### src/hdpc_regs.svh
// Register map, field positions, reset values and timing counts of the power control block
`ifndef HDPC_REGS_SVH
`define HDPC_REGS_SVH

// ----------------------------------------------------------------------------
// Register offsets
// ----------------------------------------------------------------------------
`define HDPC_REG_MASK_LOW        8'h01
`define HDPC_REG_MASK_HIGH       8'h02
`define HDPC_REG_HD_CTRL         8'h03
`define HDPC_REG_STATUS          8'h3F

// ----------------------------------------------------------------------------
// Reset values
// ----------------------------------------------------------------------------
`define HDPC_MASK_LOW_RST        8'h00
`define HDPC_MASK_HIGH_RST       8'h7F
`define HDPC_HD_CTRL_RST         8'hFF

// ----------------------------------------------------------------------------
// Mask bit positions
// ----------------------------------------------------------------------------
`define HDPC_BIT_PLL             7
`define HDPC_BIT_TX_CONV         6
`define HDPC_BIT_TX_DIGITAL      5
`define HDPC_BIT_REF             4
`define HDPC_BIT_CONV_CML        3
`define HDPC_BIT_ADC             2
`define HDPC_BIT_GAIN_BIAS       1
`define HDPC_BIT_RX_GAIN         0
`define HDPC_FAST_BLOCKS         8'h65
`define HDPC_RX_FAST_BLOCKS      8'h05

// ----------------------------------------------------------------------------
// Half-duplex control fields
// ----------------------------------------------------------------------------
`define HDPC_DELAY_MSB           7
`define HDPC_DELAY_LSB           3
`define HDPC_BIT_RX_SRC          2
`define HDPC_BIT_TX_FAST_EN      1
`define HDPC_BIT_RX_FAST_EN      0
`define HDPC_FLUSH_WCLKS         6'h21

// ----------------------------------------------------------------------------
// Timing
// ----------------------------------------------------------------------------
`define HDPC_CLK_PERIOD_NS       20
`define HDPC_FAST_OFF_NS         100
`define HDPC_TX_UP_NS            500
`define HDPC_RX_UP_NS            2000
`define HDPC_FAST_OFF_CYC        (`HDPC_FAST_OFF_NS / `HDPC_CLK_PERIOD_NS)
`define HDPC_TX_UP_CYC           (`HDPC_TX_UP_NS / `HDPC_CLK_PERIOD_NS)
`define HDPC_RX_UP_CYC           (`HDPC_RX_UP_NS / `HDPC_CLK_PERIOD_NS)

`endif

### src/hdpc_pkg.sv
// Types shared by the power control block
package hdpc_pkg;

  typedef enum logic [1:0] {
    HDPC_TX_ON,
    HDPC_TX_DRAIN,
    HDPC_TX_OFF
  } hdpc_tx_state_e;

  typedef logic [7:0] hdpc_byte_t;

endpackage

### src/hdpc_sync.sv
// Three-stage pin synchroniser with agreement filter
`timescale 1ns/1ps
module hdpc_sync #(
  parameter int WIDTH = 1
) (
  input  wire logic             clk_in,
  input  wire logic             rst_in,
  input  wire logic [WIDTH-1:0] pin_in,
  output logic      [WIDTH-1:0] level_out
);

  logic [WIDTH-1:0] stage1_r;
  logic [WIDTH-1:0] stage2_r;
  logic [WIDTH-1:0] stage3_r;

  always_ff @(posedge clk_in) begin
    if (rst_in) begin
      stage1_r <= '0;
      stage2_r <= '0;
      stage3_r <= '0;
    end else begin
      stage1_r <= pin_in;
      stage2_r <= stage1_r;
      stage3_r <= stage2_r;
    end
  end

  // Level moves only once the second and third stages agree
  genvar i;
  generate
    for (i = 0; i < WIDTH; i++) begin : g_bit
      always_ff @(posedge clk_in) begin
        if (rst_in) begin
          level_out[i] <= 1'b0;
        end else if (stage2_r[i] == stage3_r[i]) begin
          level_out[i] <= stage3_r[i];
        end
      end
    end
  endgenerate

endmodule

### src/hdpc_top.sv
// Power-down mask selection and half-duplex burst power sequencing
`timescale 1ns/1ps
`include "hdpc_regs.svh"
module hdpc_top
  import hdpc_pkg::*;
(
  input  wire logic       clk_in,
  input  wire logic       rst_in,
  input  wire logic [7:0] reg_addr_in,
  input  wire logic [7:0] reg_wdata_in,
  input  wire logic       reg_wr_in,
  input  wire logic       reg_rd_in,
  output logic      [7:0] reg_rdata_out,
  input  wire logic       full_duplex_mode_in,
  input  wire logic       power_mask_select_pin_in,
  input  wire logic       transmit_burst_enable_in,
  input  wire logic       receive_burst_enable_in,
  input  wire logic       transmit_quiet_pin_in,
  input  wire logic       transmit_word_clock_in,
  output logic      [7:0] block_power_down_out,
  output logic            line_amp_power_down_out,
  output logic            interp_filter_enable_out,
  output logic            interp_flush_out
);

  localparam int FAST_OFF_CYC = `HDPC_FAST_OFF_CYC;
  localparam int TX_UP_CYC    = `HDPC_TX_UP_CYC;
  localparam int RX_UP_CYC    = `HDPC_RX_UP_CYC;

  // --------------------------------------------------------------------------
  // Pin synchronisers
  // --------------------------------------------------------------------------
  logic [5:0] pin_lvl;
  logic       full_lvl;
  logic       sel_lvl;
  logic       transmit_burst_enable_lvl;
  logic       receive_burst_enable_lvl;
  logic       quiet_lvl;
  logic       wclk_lvl;

  hdpc_sync #(
    .WIDTH (6)
  ) u_sync (
    .clk_in    (clk_in),
    .rst_in    (rst_in),
    .pin_in    ({full_duplex_mode_in, power_mask_select_pin_in, transmit_burst_enable_in,
                 receive_burst_enable_in, transmit_quiet_pin_in, transmit_word_clock_in}),
    .level_out (pin_lvl)
  );

  assign full_lvl  = pin_lvl[5];
  assign sel_lvl   = pin_lvl[4];
  assign transmit_burst_enable_lvl  = pin_lvl[3];
  assign receive_burst_enable_lvl  = pin_lvl[2];
  assign quiet_lvl = pin_lvl[1];
  assign wclk_lvl  = pin_lvl[0];

  // --------------------------------------------------------------------------
  // Registers
  // --------------------------------------------------------------------------
  hdpc_byte_t mask_low_r;
  hdpc_byte_t mask_high_r;
  hdpc_byte_t hd_ctrl_r;
  hdpc_byte_t status_w;

  always_ff @(posedge clk_in) begin
    if (rst_in) begin
      mask_low_r  <= `HDPC_MASK_LOW_RST;
      mask_high_r <= `HDPC_MASK_HIGH_RST;
      hd_ctrl_r   <= `HDPC_HD_CTRL_RST;
    end else if (reg_wr_in) begin
      if (reg_addr_in == `HDPC_REG_MASK_LOW) begin
        mask_low_r <= reg_wdata_in;
      end
      if (reg_addr_in == `HDPC_REG_MASK_HIGH) begin
        mask_high_r <= reg_wdata_in;
      end
      if (reg_addr_in == `HDPC_REG_HD_CTRL) begin
        hd_ctrl_r <= reg_wdata_in;
      end
    end
  end

  always_ff @(posedge clk_in) begin
    if (rst_in) begin
      reg_rdata_out <= 8'h00;
    end else if (reg_rd_in) begin
      unique case (reg_addr_in)
        `HDPC_REG_MASK_LOW:  reg_rdata_out <= mask_low_r;
        `HDPC_REG_MASK_HIGH: reg_rdata_out <= mask_high_r;
        `HDPC_REG_HD_CTRL:   reg_rdata_out <= hd_ctrl_r;
        `HDPC_REG_STATUS:    reg_rdata_out <= status_w;
        default:             reg_rdata_out <= 8'h00;
      endcase
    end
  end

  // --------------------------------------------------------------------------
  // Control fields
  // --------------------------------------------------------------------------
  logic [4:0] tx_delay;
  logic       rx_via_transmit_burst_enable;
  logic       tx_fast_en;
  logic       rx_fast_en;
  logic       hd_active;

  assign tx_delay    = hd_ctrl_r[`HDPC_DELAY_MSB:`HDPC_DELAY_LSB];
  assign rx_via_transmit_burst_enable = hd_ctrl_r[`HDPC_BIT_RX_SRC];
  assign tx_fast_en  = hd_ctrl_r[`HDPC_BIT_TX_FAST_EN];
  assign rx_fast_en  = hd_ctrl_r[`HDPC_BIT_RX_FAST_EN];
  assign hd_active   = !full_lvl;

  // --------------------------------------------------------------------------
  // Edge detection
  // --------------------------------------------------------------------------
  logic transmit_burst_enable_prev_r;
  logic wclk_prev_r;
  logic transmit_burst_enable_fall;
  logic transmit_burst_enable_rise;
  logic wclk_edge;

  always_ff @(posedge clk_in) begin
    if (rst_in) begin
      transmit_burst_enable_prev_r <= 1'b0;
      wclk_prev_r <= 1'b0;
    end else begin
      transmit_burst_enable_prev_r <= transmit_burst_enable_lvl;
      wclk_prev_r <= wclk_lvl;
    end
  end

  assign transmit_burst_enable_fall = transmit_burst_enable_prev_r && !transmit_burst_enable_lvl;
  assign transmit_burst_enable_rise = !transmit_burst_enable_prev_r && transmit_burst_enable_lvl;
  assign wclk_edge = wclk_lvl && !wclk_prev_r;

  // --------------------------------------------------------------------------
  // Transmit power-down sequencer
  // --------------------------------------------------------------------------
  hdpc_tx_state_e tx_state_r;
  logic [5:0]     wclk_cnt_r;
  logic           tx_amp_off;
  logic           tx_dig_off;

  always_ff @(posedge clk_in) begin
    if (rst_in) begin
      tx_state_r <= HDPC_TX_OFF;
    end else begin
      unique case (tx_state_r)
        HDPC_TX_ON: begin
          if (transmit_burst_enable_fall) begin
            tx_state_r <= HDPC_TX_DRAIN;
          end
        end
        HDPC_TX_DRAIN: begin
          if (transmit_burst_enable_rise) begin
            tx_state_r <= HDPC_TX_ON;
          end else if (wclk_cnt_r == `HDPC_FLUSH_WCLKS) begin
            tx_state_r <= HDPC_TX_OFF;
          end
        end
        HDPC_TX_OFF: begin
          if (transmit_burst_enable_rise) begin
            tx_state_r <= HDPC_TX_ON;
          end
        end
      endcase
    end
  end

  // Word clocks since the fall of the transmit enable
  always_ff @(posedge clk_in) begin
    if (rst_in) begin
      wclk_cnt_r <= 6'h00;
    end else if (tx_state_r != HDPC_TX_DRAIN) begin
      wclk_cnt_r <= 6'h00;
    end else if (wclk_edge && wclk_cnt_r != `HDPC_FLUSH_WCLKS) begin
      wclk_cnt_r <= wclk_cnt_r + 6'h01;
    end
  end

  // Amplifier drops at delay expiry, filter logic only after the flush
  assign tx_amp_off = (tx_state_r == HDPC_TX_OFF) ||
                      (tx_state_r == HDPC_TX_DRAIN && wclk_cnt_r >= {1'b0, tx_delay});
  assign tx_dig_off = (tx_state_r == HDPC_TX_OFF);

  // --------------------------------------------------------------------------
  // Receive power source
  // --------------------------------------------------------------------------
  logic rx_off;

  assign rx_off = rx_via_transmit_burst_enable ? transmit_burst_enable_lvl : !receive_burst_enable_lvl;

  // --------------------------------------------------------------------------
  // Power-down outputs
  // --------------------------------------------------------------------------
  hdpc_byte_t base_pd;
  hdpc_byte_t pd_nxt;
  logic       amp_pd_nxt;
  logic       filter_en_nxt;
  logic       flush_nxt;
  logic       quiet_act;

  assign base_pd   = sel_lvl ? mask_high_r : mask_low_r;
  assign quiet_act = full_lvl && !quiet_lvl;

  always_comb begin
    pd_nxt = base_pd;
    if (hd_active && tx_fast_en && tx_dig_off) begin
      pd_nxt[`HDPC_BIT_TX_DIGITAL] = 1'b1;
    end
    if (hd_active && rx_fast_en && rx_off) begin
      pd_nxt = pd_nxt | `HDPC_RX_FAST_BLOCKS;
    end
  end

  // Converter bit is left to the mask; only the amplifier follows bursts
  assign amp_pd_nxt    = base_pd[`HDPC_BIT_TX_CONV] || quiet_act ||
                         (hd_active && tx_fast_en && tx_amp_off);
  assign filter_en_nxt = !quiet_act && !pd_nxt[`HDPC_BIT_TX_DIGITAL];
  assign flush_nxt     = hd_active && tx_fast_en && tx_state_r == HDPC_TX_DRAIN;

  always_ff @(posedge clk_in) begin
    if (rst_in) begin
      block_power_down_out     <= `HDPC_MASK_LOW_RST;
      line_amp_power_down_out  <= 1'b0;
      interp_filter_enable_out <= 1'b1;
      interp_flush_out         <= 1'b0;
    end else begin
      block_power_down_out     <= pd_nxt;
      line_amp_power_down_out  <= amp_pd_nxt;
      interp_filter_enable_out <= filter_en_nxt;
      interp_flush_out         <= flush_nxt;
    end
  end

  assign status_w = {tx_amp_off, tx_dig_off, rx_off, wclk_cnt_r[4:0] == 5'h00 ? 1'b0 : 1'b1,
                     full_lvl, sel_lvl, transmit_burst_enable_lvl, receive_burst_enable_lvl};
endmodule

### config.mk
export PLATFORM = sky130hd
export DESIGN_NAME = hdpc_top
export DESIGN_NICKNAME = d
export VERILOG_FILES = /design/src/hdpc_pkg.sv /design/src/hdpc_sync.sv /design/src/hdpc_top.sv
export VERILOG_INCLUDE_DIRS = /design/src /design/src/src
export SDC_FILE = /design/constraint.sdc
export NUM_CORES = 1
export LEC_CHECK = 0
export CORE_UTILIZATION = 50
export CTS_BUF_LIST = sky130_fd_sc_hd__clkbuf_2
export DETAILED_ROUTE_END_ITERATION = 6
export DONT_BUFFER_PORTS = 1
export PLACE_DENSITY = 0.75
export SYNTH_ARGS = -nofsm -noshare
export SYNTH_HDL_FRONTEND = slang
export SYNTH_SLANG_ARGS = --single-unit
### constraint.sdc
create_clock -name clk_in -period 2 [get_ports clk_in]
set_input_delay 0.4 -clock clk_in [delete_from_list [all_inputs] [get_ports clk_in]]
set_output_delay 0.4 -clock clk_in [all_outputs]
set_load 0.005 [all_outputs]
# After elaboration in Yosys (flattened, before gate mapping)
# Cells that the tools add are included.
# word_totals
register_bits	77
inputBits	26
# classes
n_addsub	1
n_lt_le_gt_ge	1
eq_ne	18
muxes	11
n_reduce_logical	31
# op_table
operator	n
case mux 8 bit (4 select lines)	1
== test 8 x 2 -> 1 bit, second input constant	2
logical AND 1 bit	13
== test 8 x 1 -> 1 bit, second input constant	1
== test 8 x 6 -> 1 bit, second input constant	1
zero test 1 bit	8
two-way mux 2 bit	4
two-way mux 8 bit	1
adder 6 x 1 -> 6 bit, second input constant	1
== test 1 bit	6
== test 6 bit, second input constant	1
>= comparator 6 x 5 -> 1 bit	1
inequality test 6 bit, second input constant	1
case mux 2 bit (3 select lines)	1
AND reduction 2 bit	3
zero test 5 bit	1
inequality test 2 bit, second input constant	2
logical OR 1 bit	3
two-way mux 1 bit	3
two-way mux 3 bit	1
inequality test 3 bit, second input constant	1
AND reduction 3 bit	1
== test 2 x 1 -> 1 bit, second input constant	1
== test 2 bit, second input constant	1
other kinds (3)	3

# Depth between registers and ports, before layout
# logic_depth
ltp_word	6
ltp_mapped	7
ltp_nobuf	7

# Modules after synthesis
# From an unflattened synthesis, not the netlist that was laid out.
# unflattened
hier_cells	335
area_unflattened_um2	3243.1
# modules_own_cells
mod	instances	cells_per_inst	area_each_um2	seq_area_each_um2
hdpc_top	1	273	2522.4	1061.0
hdpc_sync	1	62	720.7	480.5

# Worst setup path before layout
# No wires, ideal clock.
# synth_timing
kind	input -> register
start	input port reg_addr_in[3]
end	register mask_high_r[0]
setup_time_ns	0.120
arrival_ns	1.898
path_slack_ns	-0.018
path_stages	5
n_path_buf	1
path_cell_list	or4_4 -> nor4_4 -> buf_2 -> nand2_2 -> a211o_1
# synth_via
elab_chain_len	2
# synth_rtl
item	line_no	text
start: declaration	hdpc_top.sv:9	input wire logic [7:0] reg_addr_in,
== test 8 x 2 -> 1 bit	n/a	
AND reduction 2 bit (no source line)	n/a	
end signal: assignment	hdpc_top.sv:69	mask_high_r <= `HDPC_MASK_HIGH_RST;
end signal: assignment	hdpc_top.sv:76	mask_high_r <= reg_wdata_in;
end: declaration	hdpc_top.sv:62	hdpc_byte_t mask_high_r;
# No other way between the ends.
# A chain may end at the register's enable or synchronous reset.

# Final worst setup path
# layout_timing
start	register wclk_cnt_r[0]
end	register line_amp_power_down_out
# layout_via
elab_chain_len	5
# layout_rtl
item	line_no	text
start: declaration	hdpc_top.sv:140	logic [5:0] wclk_cnt_r;
start signal: assignment	hdpc_top.sv:177	wclk_cnt_r <= wclk_cnt_r + 6'h01;
>= comparator 6 x 5 -> 1 bit	hdpc_top.sv:183	(tx_state_r == HDPC_TX_DRAIN && wclk_cnt_r >= {1'b0, tx_delay});
logical AND 1 bit	hdpc_top.sv:183	
logical OR 1 bit	hdpc_top.sv:182	assign tx_amp_off = (tx_state_r == HDPC_TX_OFF) ||
logical AND 1 bit	hdpc_top.sv:218	(hd_active && tx_fast_en && tx_amp_off);
logical OR 1 bit	hdpc_top.sv:217	assign amp_pd_nxt = base_pd[`HDPC_BIT_TX_CONV] || quiet_act ||
end signal: assignment	hdpc_top.sv:230	line_amp_power_down_out <= amp_pd_nxt;
end: declaration	hdpc_top.sv:21	output logic line_amp_power_down_out,
# No other way between the ends.

==> metrics.txt <==
detailed-route via count=2567; top post-synthesis cells by area=dfxtp_1 48%, nor2b_1 6.2%, a21oi_1 4.5%; final hold slack=0.0332 ns; Hold Crit Class=in2reg; area leader, netlist=dfxtp_1; post-synth cell types=40; Static Leak=1.38 nW; I/O Buffers=0; top cell family by delay on the critical path=compound AO/OA/AOI/OAI gates; final hold violation count=0; Final setup viols=0; crit end category=register; nets=408; Fin Setup TNS=0 ns; clk_lat worst skew=0.51 ns; busiest grt layer=met2; status=finished, final reports clean; H-tree levels=3; RSZ-0062 raised after global routing=no; core area=0.00606 sq mm; clk buf depth=2; final worst path period share=89.1%; GR Overflow Total=0; sequential cell area fraction in the yosys report=47.7%; Antenna diodes=0; Final Max Tran Viols=0; number of CTS-inserted buffers=9; routability cong.=0.784; layout cells sized above 1=10.6%; clk sinks=77; Post-Place Worst Slack=-0.00154 ns; initial core utilization=53.3%; root buffer cell=clkbuf_2; global-route wire length before repair=11800 um; Synth Register Bits=77; final wirelength=7380 um; Rows=28; number of buffers and inverters on the critical path=1; drt first pass iters=4; list of cells traversed by the critical path=inv_1 > ha_1 > nand2b_1 > a21oi_1 > o211ai_1 > a211oi_1 > nor3_1; power per cell area=766 mW/mm^2; met2 usage=40.4%; buffers inserted by post-CTS timing repair=0; Slew @ Worst Pin=0.595 ns; Wirelength per Cell=16.4 um; Crit-path slowest cell=dfxtp_1; asr flop ratio synth=0%; Period minus WS final=1.78 ns; largest net degree at the start of global routing=63; Synth Area per Inst=9.23 sq um; vias per cell=5.69; Synth Net Count=387; # IOs=45; kind of critical path=reg2reg; GRT met1 Usage=29.0%; Post-synth EDFFs=0; DIE AREA=0.00679 sq mm; Starting DRT DRC Count=204; Crit path required time=2.43 ns; max cap viols=0; Power Total=2.79 mW; Fmax=0.561 GHz; P&R area growth vs syn=12.6%; Ys Warns=0; vias in the first global route=2486; crit path setup slack, layout=0.218 ns; Tot GR Track Use=24.0%; CTS tree=yes; Startpoint Class=register; post-CTS resize count=0; clk_skew=0.0144 ns; M3 GR Usage=7.14%; clock-pin slew on the worst setup and hold paths=0.21 ns; Largest stage delay, worst path=0.46 ns; Syn Std Cell Area=0.00323 sq mm; VDD IR max=0.488 mV; top fanout value on the critical path=5; initial antenna violation count=0; Chip Height=82.4 um; chip width=82.4 um; prevailing post-synth register cell=dfxtp_1; Mapped Cells=350; relative slew slack=60.1%; crit path DAT=2.21 ns; top cell type's share of synthesized area=47.7%; Post-route DRC=0; post-DP HPWL=4470 um; Final ANT Viol Nets=0
-- path summary, 6_finish.rpt --
kind,from,end,slack (ns),cells past startpoint
min,rst_in,hd_ctrl_r[4]$_SDFFE_PP1P_,0.03,2
max,wclk_cnt_r[0]$_SDFFE_PP0P_,line_amp_power_down_out$_SDFF_PP0_,0.22,7
min reg2reg,u_sync.stage1_r[0]$_SDFF_PP0_,u_sync.stage2_r[0]$_SDFF_PP0_,0.46,1
max reg2reg,wclk_cnt_r[0]$_SDFFE_PP0P_,line_amp_power_down_out$_SDFF_PP0_,0.22,7
-- power by group --
group / total [mW] / switching (mW) / internal, mW
registers: 1.63 / 0.0299 / 1.60
clock network: 0.848 / 0.544 / 0.304
logic: 0.313 / 0.169 / 0.144
-- metal layers --
layer / wire length, um / vias to the layer above / part of all wire [%]
met5: 0 / - / 0
met4: 80 / 0 / 1.1
met3: 575 / 12 / 7.8
met2: 3500 / 84 / 47
met1: 3220 / 1203 / 44
li1: - / 1268 / -
-- flip-flops by register name, indices dropped and copies added (netlist names) --
name and flops:
transmit_burst_enable_prev_r 1, block_power_down_out 8, reg_rdata_out 8, u_sync.stage2_r 6, u_sync.stage3_r 6, mask_low_r 8
wclk_prev_r 1, interp_flush_out 1, line_amp_power_down_out 1, wclk_cnt_r 6, u_sync.level_out 6, u_sync.stage1_r 6
interp_filter_enable_out 1, hd_ctrl_r 8, tx_state_r 2, mask_high_r 8
-- cells by family after synthesis --
group                    synth area share (%)
AND/OR/NAND/NOR                          23.0
AO/OA/AOI/OAI                            15.0
flip-flops                               47.7
buffers and inverters                    3.64
multiplexers                             5.27
adder cells (fa/ha/maj)                  4.26
XOR/XNOR                                 1.08
-- Yosys cell counts, drive strengths merged, types with 4 or more instances --
cell type	count
a22oi	7
mux2	8
and3	9
nor2	25
a21oi	31
nand2b	6
nor2b	32
dfxtp	77
nand3	5
inv	9
nand2	36
clkbuf	11
nor3	11
ha	11
mux2i	8
a211o	7
o21ai	9
o22ai	7
a31oi	8
buf	6
nand4	4
-- worst register-to-register path: stages (launching register included) --
cell and delay (ns):
dfxtp_1 0.46, inv_1 0.11, ha_1 0.28, nand2b_1 0.14
a21oi_1 0.22, o211ai_1 0.15, a211oi_1 0.25, nor3_1 0.09
-- layout by cell type (no fill, tap or decap), types with 6 or more instances in the layout --
cell type | Yosys | final
nand2_1 | 35 | 35
a211o_1 | 7 | 7
a22oi_1 | 7 | 7
a21oi_1 | 29 | 29
clkbuf_2 | 0 | 11
a31oi_1 | 8 | 8
nand2b_1 | 6 | 6
and3_1 | 9 | 9
buf_4 | 1 | 6
dfxtp_1 | 77 | 77
nor2_1 | 25 | 25
mux2_2 | 8 | 8
nor2b_1 | 32 | 32
ha_1 | 11 | 11
dlygate4sd3_1 | 0 | 19
mux2i_1 | 8 | 8
inv_1 | 9 | 9
o22ai_1 | 7 | 7
o21ai_0 | 8 | 8
nor3_1 | 11 | 11
-- metrics by stage --
step | instances | utilization (%) | cell area [sq um]
global placement | 415 | 54.5 | 3310
global route | 451 | 60.0 | 3640
floorplan | 350 | - | 3240
CTS | 449 | 59.7 | 3620
detailed placement | 415 | 54.5 | 3310
finish | 451 | 60.0 | 3640
-- cell type report --
| class | count | area (sq um) |
|---|---|---|
| Clock buffer | 11 | 55.1 |
| Clock inverter | 5 | 60.1 |
| Fill cell | 535 | 2420 |
| Inverter | 9 | 33.8 |
| Multi-Input combinational cell | 247 | 1570 |
| Sequential cell | 77 | 1540 |
| Tap cell | 75 | 93.8 |
| Timing Repair Buffer | 27 | 283 |
-- what timing repair did --
action	in CTS	in global routing
hold buffers	18	2
hold endpoints to repair	62	1
setup endpoints to repair	0	0
Note: power is estimated with default switching activity, not from simulation.
